`config.mk`:
```
export PLATFORM = sky130hd
export DESIGN_NAME = ufbt_baud_timer
export DESIGN_NICKNAME = d
export VERILOG_FILES = /design/src/hw/ufbt_pkg.sv /design/src/hw/ufbt_tick_if.sv /design/src/hw/ufbt_prescaler.sv /design/src/hw/ufbt_frac_div.sv /design/src/hw/ufbt_baud_timer.sv
export SDC_FILE = /design/constraint.sdc
export NUM_CORES = 1
export LEC_CHECK = 0
export BUFFER_PORTS_ARGS = -buffer_cell sky130_fd_sc_hd__clkbuf_2
export CORE_MARGIN = 1
export CORE_UTILIZATION = 54
export DETAILED_ROUTE_END_ITERATION = 8
export PLACE_DENSITY = 0.78
export SETUP_SLACK_MARGIN = 0.2
export SKIP_LAST_GASP = 1
export SLEW_MARGIN = 20
export SYNTH_ARGS = -nofsm -noshare
export SYNTH_HDL_FRONTEND = slang
export SYNTH_SLANG_ARGS = --single-unit
```
`constraint.sdc`:
```
create_clock -name ref_clk -period 3.2 [get_ports ref_clk]
set_clock_uncertainty 0.05 [all_clocks]
set_input_delay 0.16 -clock ref_clk [delete_from_list [all_inputs] [get_ports ref_clk]]
set_output_delay 0.16 -clock ref_clk [all_outputs]
set_load 0.02 [all_outputs]
```
`src/hw/ufbt_pkg.sv`:
```
package ufbt_pkg;

  // ==========================================================
  // register port
  localparam int ADDR_W = 4;
  localparam int DATA_W = 8;
  localparam logic [3:0] CTRL_ADDR = 4'h0;
  localparam logic [3:0] FD_ADDR = 4'h1;
  localparam logic [3:0] STAT_ADDR = 4'h2;

  // ==========================================================
  // control register layout
  localparam int EN_BIT = 7;
  localparam int DIV_MSB = 2;
  localparam int DIV_LSB = 0;
  localparam int DIV_W = 3;
  localparam int FD_W = 8;
  localparam logic [7:0] CTRL_WMASK = 8'h87;
  localparam logic [7:0] CTRL_RST = 8'h00;
  localparam logic [7:0] FD_RST = 8'h00;

  // ==========================================================
  // status register layout
  localparam int STAT_DED_BIT = 0;
  localparam int STAT_TX_T2_BIT = 1;
  localparam int STAT_RX_T2_BIT = 2;

  // ==========================================================
  // legacy control bits
  localparam int SMOD_BIT = 7;
  localparam int TCLK_BIT = 4;
  localparam int RCLK_BIT = 5;

  // ==========================================================
  // divider sizes
  localparam int PRE_W = 7;
  localparam int ACC_W = 10;
  localparam logic [9:0] FRAC_STEP = 10'h040;
  localparam int FRAC_SHIFT = 6;

endpackage

```
`src/hw/ufbt_tick_if.sv`:
```
`timescale 1ns/1ps
interface ufbt_tick_if #(
  parameter int DIV_W = 3,
  parameter int FD_W = 8
);
  logic run;
  logic [DIV_W-1:0] div;
  logic [FD_W-1:0] fd;
  logic pre_tick;
  logic baud_tick;

  modport ctl (output run, output div, output fd,
               input pre_tick, input baud_tick);
  modport pre (input run, input div, output pre_tick);
  modport frac (input run, input fd, input pre_tick, output baud_tick);
endinterface

```
`src/hw/ufbt_prescaler.sv`:
```
`timescale 1ns/1ps
module ufbt_prescaler #(
  parameter int PRE_W = ufbt_pkg::PRE_W
) (
  // clock and reset
  input logic ref_clk,
  input logic rstn,
  // tick path
  ufbt_tick_if.pre io
);

  // ==========================================================
  // power-of-two prescaler
  logic [PRE_W-1:0] cnt_r;
  logic [PRE_W-1:0] cnt_nxt;
  logic [PRE_W-1:0] limit;

  assign limit = PRE_W'((1 << io.div) - 1);
  assign io.pre_tick = io.run && (cnt_r >= limit);
  assign cnt_nxt = (!io.run || io.pre_tick) ? '0 : cnt_r + 1'b1;

  always_ff @(posedge ref_clk) begin
    if (!rstn) begin
      cnt_r <= '0;
    end else begin
      cnt_r <= cnt_nxt;
    end
  end

endmodule

```
`src/hw/ufbt_frac_div.sv`:
```
`timescale 1ns/1ps
module ufbt_frac_div #(
  parameter int ACC_W = ufbt_pkg::ACC_W
) (
  // clock and reset
  input logic ref_clk,
  input logic rstn,
  // tick path
  ufbt_tick_if.frac io
);

  // ==========================================================
  // fractional accumulator, step 64 over fd plus 64
  logic [ACC_W-1:0] acc_r;
  logic [ACC_W-1:0] acc_nxt;
  logic [ACC_W-1:0] sum;
  logic [ACC_W-1:0] modulus;
  logic wrap;
  logic tick_r;

  assign modulus = ACC_W'(io.fd) + ufbt_pkg::FRAC_STEP;
  assign sum = acc_r + ufbt_pkg::FRAC_STEP;
  assign wrap = io.pre_tick && (sum >= modulus);
  assign acc_nxt = !io.run ? '0 :
                   !io.pre_tick ? acc_r :
                   wrap ? sum - modulus : sum;
  assign io.baud_tick = tick_r;

  always_ff @(posedge ref_clk) begin
    if (!rstn) begin
      acc_r <= '0;
      tick_r <= 1'b0;
    end else begin
      acc_r <= acc_nxt;
      tick_r <= wrap;
    end
  end

endmodule

```
`src/hw/ufbt_baud_timer.sv`:
```
// Design decisions made here: the address map and strobed register access.
`timescale 1ns/1ps
module ufbt_baud_timer #(
  parameter int ADDR_W = ufbt_pkg::ADDR_W,
  parameter int DATA_W = ufbt_pkg::DATA_W
) (
  // clock and reset
  input logic ref_clk,
  input logic rstn,
  // register port
  input logic [ADDR_W-1:0] reg_addr,
  input logic [DATA_W-1:0] reg_wdata,
  input logic reg_wr,
  input logic reg_rd,
  output logic [DATA_W-1:0] reg_rdata,
  // legacy baud sources
  input logic [7:0] power_control_register,
  input logic [7:0] second_timer_control,
  input logic timer1_overflow,
  input logic timer2_overflow,
  // uart 16x bit ticks
  output logic tx_baud_tick,
  output logic rx_baud_tick
);

  // ==========================================================
  // register decode
  logic [DATA_W-1:0] ctrl_r;
  logic [DATA_W-1:0] fd_r;
  logic [DATA_W-1:0] rdata_r;
  logic [DATA_W-1:0] rdata_nxt;
  logic [DATA_W-1:0] stat_word;
  logic ctrl_wr;
  logic fd_wr;
  logic hit_ctrl;
  logic hit_fd;
  logic hit_stat;

  assign hit_ctrl = (reg_addr == ufbt_pkg::CTRL_ADDR);
  assign hit_fd = (reg_addr == ufbt_pkg::FD_ADDR);
  assign hit_stat = (reg_addr == ufbt_pkg::STAT_ADDR);
  assign ctrl_wr = reg_wr && hit_ctrl;
  assign fd_wr = reg_wr && hit_fd;

  // ==========================================================
  // source selection
  logic ded_en;
  logic smod;
  logic tclk_sel;
  logic rclk_sel;
  logic tx_src_t2;
  logic rx_src_t2;
  logic t1_half_r;
  logic t1_tick16;
  logic tx_nxt;
  logic rx_nxt;
  logic tx_r;
  logic rx_r;

  ufbt_tick_if #(
    .DIV_W(ufbt_pkg::DIV_W),
    .FD_W(ufbt_pkg::FD_W)
  ) tio ();

  assign ded_en = ctrl_r[ufbt_pkg::EN_BIT];
  assign smod = power_control_register[ufbt_pkg::SMOD_BIT];
  assign tclk_sel = second_timer_control[ufbt_pkg::TCLK_BIT];
  assign rclk_sel = second_timer_control[ufbt_pkg::RCLK_BIT];
  assign tx_src_t2 = !ded_en && tclk_sel;
  assign rx_src_t2 = !ded_en && rclk_sel;
  assign t1_tick16 = timer1_overflow && (smod || t1_half_r);

  assign tio.run = ded_en;
  assign tio.div = ctrl_r[ufbt_pkg::DIV_MSB:ufbt_pkg::DIV_LSB];
  assign tio.fd = fd_r;

  assign tx_nxt = ded_en ? tio.baud_tick :
                  tx_src_t2 ? timer2_overflow : t1_tick16;
  assign rx_nxt = ded_en ? tio.baud_tick :
                  rx_src_t2 ? timer2_overflow : t1_tick16;

  assign stat_word = {{(DATA_W-3){1'b0}}, rx_src_t2, tx_src_t2, ded_en};
  assign rdata_nxt = !reg_rd ? '0 :
                     hit_ctrl ? ctrl_r :
                     hit_fd ? fd_r :
                     hit_stat ? stat_word : '0;

  assign reg_rdata = rdata_r;
  assign tx_baud_tick = tx_r;
  assign rx_baud_tick = rx_r;

  // ==========================================================
  // divider chain
  ufbt_prescaler #(
    .PRE_W(ufbt_pkg::PRE_W)
  ) u_pre (
    .ref_clk(ref_clk),
    .rstn(rstn),
    .io(tio.pre)
  );

  ufbt_frac_div #(
    .ACC_W(ufbt_pkg::ACC_W)
  ) u_frac (
    .ref_clk(ref_clk),
    .rstn(rstn),
    .io(tio.frac)
  );

  // ==========================================================
  // registers
  always_ff @(posedge ref_clk) begin
    if (!rstn) begin
      ctrl_r <= ufbt_pkg::CTRL_RST;
      fd_r <= ufbt_pkg::FD_RST;
    end else begin
      if (ctrl_wr) begin
        ctrl_r <= reg_wdata & ufbt_pkg::CTRL_WMASK;
      end
      if (fd_wr) begin
        fd_r <= reg_wdata;
      end
    end
  end

  always_ff @(posedge ref_clk) begin
    if (!rstn) begin
      rdata_r <= '0;
      t1_half_r <= 1'b0;
      tx_r <= 1'b0;
      rx_r <= 1'b0;
    end else begin
      rdata_r <= rdata_nxt;
      if (timer1_overflow) begin
        t1_half_r <= !t1_half_r;
      end
      tx_r <= tx_nxt;
      rx_r <= rx_nxt;
    end
  end

  // ==========================================================
  // checking helpers
  logic [8:0] gap_r;
  logic gap_ok_r;
  logic [7:0] npre_r;
  logic frac_ok_r;
  logic [15:0] npre_scaled;
  logic [15:0] mod_w;

  assign npre_scaled = 16'(npre_r) << ufbt_pkg::FRAC_SHIFT;
  assign mod_w = 16'(tio.fd) + 16'(ufbt_pkg::FRAC_STEP);

  always_ff @(posedge ref_clk) begin
    if (!rstn) begin
      gap_r <= '0;
      gap_ok_r <= 1'b0;
    end else if (!tio.run || ctrl_wr) begin
      gap_r <= '0;
      gap_ok_r <= 1'b0;
    end else if (tio.pre_tick) begin
      gap_r <= 9'h001;
      gap_ok_r <= 1'b1;
    end else begin
      gap_r <= gap_r + 9'h001;
    end
  end

  always_ff @(posedge ref_clk) begin
    if (!rstn) begin
      npre_r <= '0;
      frac_ok_r <= 1'b0;
    end else if (!tio.run || fd_wr || ctrl_wr) begin
      npre_r <= '0;
      frac_ok_r <= 1'b0;
    end else if (tio.baud_tick) begin
      npre_r <= {7'h00, tio.pre_tick};
      frac_ok_r <= 1'b1;
    end else begin
      npre_r <= npre_r + {7'h00, tio.pre_tick};
    end
  end

  // ==========================================================
  // assertions
  src_dedicated_a: assert property (
    @(posedge ref_clk) disable iff (!rstn)
    (ded_en && tio.baud_tick) |=> (tx_baud_tick && rx_baud_tick))
    else $error("dedicated tick did not reach uart");

  legacy_ignored_a: assert property (
    @(posedge ref_clk) disable iff (!rstn)
    (ded_en && !tio.baud_tick) |=> (!tx_baud_tick && !rx_baud_tick))
    else $error("legacy source leaked while dedicated timer enabled");

  legacy_t2_a: assert property (
    @(posedge ref_clk) disable iff (!rstn)
    (!ded_en && tclk_sel) |-> ##1 (tx_baud_tick == $past(timer2_overflow)))
    else $error("tx tick does not follow second timer overflow");

  legacy_t1_a: assert property (
    @(posedge ref_clk) disable iff (!rstn)
    (!ded_en && !rclk_sel && timer1_overflow && !smod && !t1_half_r)
      |=> !rx_baud_tick ##0 t1_half_r)
    else $error("first timer overflow not halved with smod clear");

  prescale_period_a: assert property (
    @(posedge ref_clk) disable iff (!rstn)
    (tio.pre_tick && gap_ok_r) |-> (gap_r == (9'h001 << tio.div)))
    else $error("prescaler period is not a power of two of div");

  frac_ratio_a: assert property (
    @(posedge ref_clk) disable iff (!rstn)
    (tio.baud_tick && frac_ok_r) |->
      ((npre_scaled + 16'h003F >= mod_w) && (npre_scaled < mod_w + 16'h0040)))
    else $error("fractional divider ratio off");

  frac_rate_a: assert property (
    @(posedge ref_clk) disable iff (!rstn)
    (tio.run && tio.fd == ufbt_pkg::FD_RST && tio.pre_tick)
      |-> ##1 tio.baud_tick)
    else $error("fd zero must give one tick per prescaled tick");

  ctrl_reserved_a: assert property (
    @(posedge ref_clk) disable iff (!rstn)
    (reg_rd && hit_ctrl) |=> ((reg_rdata & ~ufbt_pkg::CTRL_WMASK) == '0))
    else $error("reserved control bits read nonzero");

  ctrl_write_a: assert property (
    @(posedge ref_clk) disable iff (!rstn)
    ctrl_wr |=> (ctrl_r == ($past(reg_wdata) & ufbt_pkg::CTRL_WMASK)))
    else $error("control write not stored masked");

  stat_read_a: assert property (
    @(posedge ref_clk) disable iff (!rstn)
    (reg_rd && hit_stat && !ctrl_wr) |=>
      (reg_rdata[ufbt_pkg::STAT_DED_BIT] == ded_en))
    else $error("status does not show dedicated enable");

  idle_off_a: assert property (
    @(posedge ref_clk) disable iff (!rstn)
    !tio.run |-> ##1 !tio.baud_tick)
    else $error("divider ticks while disabled");

  fd_write_a: assert property (
    @(posedge ref_clk) disable iff (!rstn)
    fd_wr |=> (fd_r == $past(reg_wdata)))
    else $error("fractional divide write not stored");

  ded_same_a: assert property (
    @(posedge ref_clk) disable iff (!rstn)
    ded_en |=> (tx_baud_tick == rx_baud_tick))
    else $error("tx and rx ticks differ while dedicated timer enabled");

  stat_ignore_a: assert property (
    @(posedge ref_clk) disable iff (!rstn)
    (reg_rd && hit_stat && ded_en) |=>
      (reg_rdata[ufbt_pkg::STAT_TX_T2_BIT] == 1'b0 &&
       reg_rdata[ufbt_pkg::STAT_RX_T2_BIT] == 1'b0))
    else $error("status shows second timer source while enabled");

  legacy_t1_tx_a: assert property (
    @(posedge ref_clk) disable iff (!rstn)
    (!ded_en && !tclk_sel && timer1_overflow && smod) |=> tx_baud_tick)
    else $error("first timer overflow lost with smod set");

  legacy_rx_t2_a: assert property (
    @(posedge ref_clk) disable iff (!rstn)
    (!ded_en && rclk_sel) |-> ##1 (rx_baud_tick == $past(timer2_overflow)))
    else $error("rx tick does not follow second timer overflow");

  // ==========================================================
  // covers
  ded_tick_c: cover property (
    @(posedge ref_clk) disable iff (!rstn)
    ded_en && tio.baud_tick ##1 tx_baud_tick);

  legacy_t2_c: cover property (
    @(posedge ref_clk) disable iff (!rstn)
    tx_src_t2 && timer2_overflow ##1 tx_baud_tick);

  legacy_rx_t2_c: cover property (
    @(posedge ref_clk) disable iff (!rstn)
    rx_src_t2 && timer2_overflow ##1 rx_baud_tick);

  legacy_t1_c: cover property (
    @(posedge ref_clk) disable iff (!rstn)
    !ded_en && !smod && t1_tick16 ##1 rx_baud_tick);

  frac_wrap_c: cover property (
    @(posedge ref_clk) disable iff (!rstn)
    tio.baud_tick && frac_ok_r && npre_r > 8'h01);

endmodule

```
== Word level (Yosys, flattened, before mapping) ==
Cells that the tools add are included.
W data, S select, Z words.

* Bits in registers: 41
* Bits of input ports: 34
* Output and inout bits: 10

* $add $sub $neg: 5
* $lt $le $gt $ge: 2
* Equality and inequality tests: 2
* Shifts and indexed selects: 1
* Mux-type cells: 8
* Bitwise operators: 2
* Reduce and logical (&&, ||, !) cells: 16

{| class="wikitable"
|+ Operator list
! cell !! number
|-
| $mux W8 || 2
|-
| $add A10 B7 Y10 const B || 1
|-
| $ge A10 B10 Y1 || 1
|-
| $mux W10 || 1
|-
| $sub A10 B10 Y10 || 1
|-
| $add A8 B7 Y9 const B || 1
|-
| $add A7 B1 Y7 const B || 1
|-
| $ge A7 B7 Y1 || 1
|-
| $logic_and A1 B1 Y1 || 7
|-
| $shl A1 B3 Y7 const A || 1
|-
| $sub A7 B2 Y7 const B || 1
|-
| $eq A4 B1 Y1 const B || 1
|-
| $eq A4 B2 Y1 const B || 1
|-
| $logic_not A4 Y1 || 1
|-
| $mux W1 || 4
|-
| $reduce_and A2 Y1 || 2
|-
| $reduce_or A2 Y1 || 2
|-
| $mux W3 || 1
|-
| $logic_not A1 Y1 || 2
|-
| $logic_or A1 B1 Y1 || 2
|-
| $not A1 Y1 || 2
|}

== Longest topological paths before layout ==
* Depth after elaboration: 6
* Mapped depth: 11
* Mapped depth without buffers: 10

== By module ==
Synthesis repeated with hierarchy kept, for this count alone.

* Cell total of the unflattened synthesis: 270
* Area, all modules: 2354.8 sq um

{| class="wikitable"
|+ By module, submodules not included
! module !! instances !! cells each !! area an instance (sq um) !! sequential area each (sq um)
|-
| ufbt_frac_div || 1 || 122 || 985.9 || 220.2
|-
| ufbt_baud_timer || 1 || 97 || 912.1 || 460.4
|-
| ufbt_prescaler || 1 || 51 || 456.7 || 140.1
|}

== Worst setup path after synthesis ==
Ideal clock, no wire load.

* Path kind: flip-flop to flip-flop
* From: reg ctrl_r[2]
* To: reg u_frac.acc_r[1]
* Setup time: 0.128 ns
* Data arrival time: 2.220 ns
* Data required time: 3.022 ns
* Path slack: 0.802 ns
* Stages on the path, launching flop included: 11
* Buffers on the path: 2
* Path through: dfxtp_1 -> clkbuf_1 -> or3_1 -> ha_1 -> nand2b_1 -> a2111oi_0 -> o31ai_1 -> o211ai_1 -> buf_4 -> mux2i_1 -> nor2_1

* Word-level cells in the longest chain between the ends: 6

{| class="wikitable"
|+ Ends and longest elaborated chain
! element !! line !! text
|-
| start, declared || ufbt_baud_timer.sv:28 || <nowiki>logic [DATA_W-1:0] ctrl_r;</nowiki>
|-
| start signal, assigned || ufbt_baud_timer.sv:114 || <nowiki>ctrl_r <= ufbt_pkg::CTRL_RST;</nowiki>
|-
| start signal, assigned || ufbt_baud_timer.sv:118 || <nowiki>ctrl_r <= reg_wdata & ufbt_pkg::CTRL_WMASK;</nowiki>
|-
| $shl A1 B3 Y7 (*) || ufbt_prescaler.sv:18 || <nowiki>assign limit = PRE_W'((1 << io.div) - 1);</nowiki>
|-
| $sub A7 B2 Y7 (*) || ufbt_prescaler.sv:18 ||
|-
| $ge A7 B7 Y1 (*) || ufbt_prescaler.sv:19 || <nowiki>assign io.pre_tick = io.run && (cnt_r >= limit);</nowiki>
|-
| $logic_and A1 B1 Y1 (*) || ufbt_prescaler.sv:19 ||
|-
| $logic_and A1 B1 Y1 || ufbt_frac_div.sv:23 || <nowiki>assign wrap = io.pre_tick && (sum >= modulus);</nowiki>
|-
| $mux W10 || ufbt_frac_div.sv:26 || <nowiki>wrap ? sum - modulus : sum;</nowiki>
|-
| end signal, assigned || ufbt_frac_div.sv:34 || <nowiki>acc_r <= acc_nxt;</nowiki>
|-
| end, declared || ufbt_frac_div.sv:14 || <nowiki>logic [ACC_W-1:0] acc_r;</nowiki>
|}

Mark *: on every way between the ends. The rest lies on a longest branch, timed or not.
A chain may end at the register's enable or synchronous reset.

== Final worst setup path ==
* From: reg ctrl_r[1]
* To: reg u_frac.acc_r[3]

The elaborated chain is that of the path after synthesis.

==> impl_metrics.env <==
export IMPL_endpoint_kind="flip-flop"
export IMPL_cts_root_buffer="clkbuf_8"
export IMPL_finalCritPeriodShare_pct=87.2
export IMPL_insertion_delay_ns=0.30
export IMPL_row_count=23
export IMPL_hp_class="in2reg"
export IMPL_overflow=0
export IMPL_io_buffers=30
export IMPL_layout_drive_gt1_share_pct=14.5
export IMPL_ys_warn_count=0
export IMPL_initial_core_util_pct=56.3
export IMPL_synthesis_area_sq_um=2250
export IMPL_slew_violations=0
export IMPL_numCtsBuffers=5
export IMPL_antenna_found_initial=0
export IMPL_syn_nets=306
export IMPL_die_h_microns=66.6
export IMPL_status="complete, no violations"
export IMPL_post_drt_wl_per_cell_microns=13.3
export IMPL_seqCellArea_sq_um=821
export IMPL_htreeDepth=2
export IMPL_power_density_nw_per_um2=379
export IMPL_rsz0062_at_grt="no"
export IMPL_seq_area_frac_synth_pct=36.4
export IMPL_viasPerCell=5.41
export IMPL_crit_type="reg2reg"
export IMPL_synthArstFlopShare_pct=0
export IMPL_drc_errors=0
export IMPL_layout_commonest_cell="dfxtp_1"
export IMPL_detailroute_via_count=1796
export IMPL_grt_pass1_vias=1589
export IMPL_crit_required_ns=3.37
export IMPL_drtIter0Drc=74
export IMPL_cts_buffer_depth=2
export IMPL_finalWeightedCongestion=0.863
export IMPL_postSynthCellCount=252
export IMPL_final_cell_mix="dfxtp_1, clkbuf_2, nor2_1, ha_1, mux2i_1"
export IMPL_finalSetupTns_ns=0
export IMPL_synth_edf_count=0
export IMPL_cp_max_fo=8
export IMPL_routed_wl_microns=4420
export IMPL_period_needed_ns=2.79
export IMPL_start_kind="flip-flop"
export IMPL_diodes=0
export IMPL_leakage_nw=1.09
export IMPL_grtUsageTotal_pct=21.1
export IMPL_die_w_microns=66.6
export IMPL_pin_count=44
export IMPL_p_total_mw=0.959
export IMPL_final_hold_viol_count=0
export IMPL_synth_seq_cells=41
export IMPL_synthToLayoutAreaGrowth_pct=12.3
export IMPL_fillCellCount=343
export IMPL_nets=335
export IMPL_grt_first_pass_wirelength_microns=6990
export IMPL_dp_hpwl_microns=3320
export IMPL_first_pass_iters=6
export IMPL_die_area_sq_um=4430
export IMPL_maxCapViolations=0
export IMPL_cts_hold_buffers=0
export IMPL_postCtsSetupRepairBufs=0
export IMPL_cts_tree="done"
export IMPL_ys_types=41
export IMPL_setup_viol=0
export IMPL_cp_arrival_ns=2.96
export IMPL_cts_resized=0
export IMPL_slew_headroom_pct=52.2
export IMPL_grt_max_degree=20
export IMPL_multi_input_comb_area_sq_um=1340
export IMPL_synthFlopType="dfxtp_1"
export IMPL_worst_slew_pin_slew_ns=0.711
export IMPL_avgSynthCellArea_sq_um=8.94
export IMPL_clock_sinks=41
export IMPL_ir_drop_mv=0.306
export IMPL_fmax_mhz=358
export IMPL_path_clk_slew_ns=0.08
export IMPL_postRouteAntennaNets=0
export IMPL_coreArea_sq_um=4000
power breakdown:
| part | total [mW] | switching (mW) | internal [mW] |
|---|---|---|---|
| Clock | 0.360 | 0.186 | 0.175 |
| Sequential | 0.519 | 0.00392 | 0.515 |
| Combinational | 0.0798 | 0.0417 | 0.0381 |
| Total | 0.959 | 0.231 | 0.728 |
cell type report:
class                           count  share of cell area, %
Multi-Input combinational cell    187                   52.8
Sequential cell                    41                   32.5
Timing Repair Buffer               31                   6.23
Clock buffer                        6                   3.27
Tap cell                           50                   2.47
Inverter                           15                   2.23
Clock inverter                      2                  0.544
critical path, cell delays in order, from the launching register on:
cell and delay (ns):
dfxtp_1 0.39, or3_1 0.37, ha_1 0.27, nand2b_1 0.09
a2111oi_0 0.09, o31ai_1 0.64, o211ai_1 0.24, or3_1 0.43
a21oi_1 0.15
metrics by stage:
stage	std cells	util, %	cell area (sq um)	hold WS (ns)	worst slack, ns
2_1_floorplan	252	-	2250	0.276	0.802
3_5_place_dp	324	60.8	2430	0.381	0.444
6_report	332	63.2	2530	0.0687	0.410
5_1_grt	332	63.2	2530	0.0750	0.206
4_1_cts	332	63.2	2530	0.0710	0.422
3_3_place_gp	324	60.8	2430	0.370	0.524
layer usage:
metal / global-route usage [%] / vias up / part of all wire (%)
li1: - / 935 / -
met1: 27.5 / 820 / 48
met2: 33.2 / 36 / 46
met3: 5.14 / 5 / 5.1
met4: 8.24 / 0 / 1.2
met5: 0 / - / 0
state kept, by name, indices dropped and copies added (netlist names):
register	flops
u_frac.acc_r	10
tx_baud_tick	1
fd_r	8
u_frac.io.baud_tick	1
ctrl_r	4
u_pre.cnt_r	7
reg_rdata	8
rx_baud_tick	1
t1_half_r	1
kinds of logic (layout without fill, tap and decap cells):
logic type / Yosys count / count (layout) / share of synthesized area [%]
AND/OR/NAND/NOR: 89 / 89 / 20.6
AO/OA/AOI/OAI: 47 / 47 / 14.3
flip-flops: 41 / 41 / 36.4
buffers and inverters: 24 / 54 / 4.28
adder cells (fa/ha/maj): 20 / 20 / 11.4
multiplexers: 17 / 17 / 7.56
XOR/XNOR: 14 / 14 / 5.44
Yosys cell counts (2+ instances only):
| cell type | number | area share (%) |
|---|---|---|
| nand2_1 | 11 | 1.8 |
| a21oi_1 | 9 | 2.0 |
| o21ai_0 | 9 | 2.0 |
| o21a_1 | 3 | 1.0 |
| nor3b_1 | 3 | 1.0 |
| nand2b_1 | 6 | 1.7 |
| buf_2 | 2 | 0.44 |
| clkbuf_1 | 6 | 1.0 |
| inv_1 | 15 | 2.5 |
| nor2_1 | 23 | 3.8 |
| nor3_1 | 6 | 1.3 |
| a21o_1 | 2 | 0.67 |
| nand3_1 | 8 | 1.8 |
| or3_1 | 2 | 0.56 |
| a22oi_1 | 5 | 1.7 |
| xor2_1 | 7 | 2.7 |
| ha_1 | 19 | 11 |
| o31ai_1 | 3 | 1.0 |
| o211ai_1 | 3 | 1.0 |
| and3_1 | 2 | 0.56 |
| mux2i_1 | 17 | 7.6 |
| o211a_1 | 2 | 0.89 |
| and2_1 | 9 | 2.5 |
| dfxtp_1 | 41 | 36 |
| nor2b_1 | 14 | 3.9 |
| xnor2_1 | 7 | 2.7 |
| a211oi_1 | 4 | 1.3 |
worst paths after layout:
path / start / endpoint / slack, ns / depth (start not counted)
setup / recovery: ctrl_r[1] / u_frac.acc_r[3] / 0.41 / 8
hold / removal: reg_wdata[5] / fd_r[5] / 0.07 / 3
setup reg to reg: ctrl_r[1] / u_frac.acc_r[3] / 0.41 / 8
hold reg to reg: u_frac.acc_r[3] / u_frac.acc_r[3] / 0.42 / 2
Note: power is estimated with default switching activity, not from simulation.
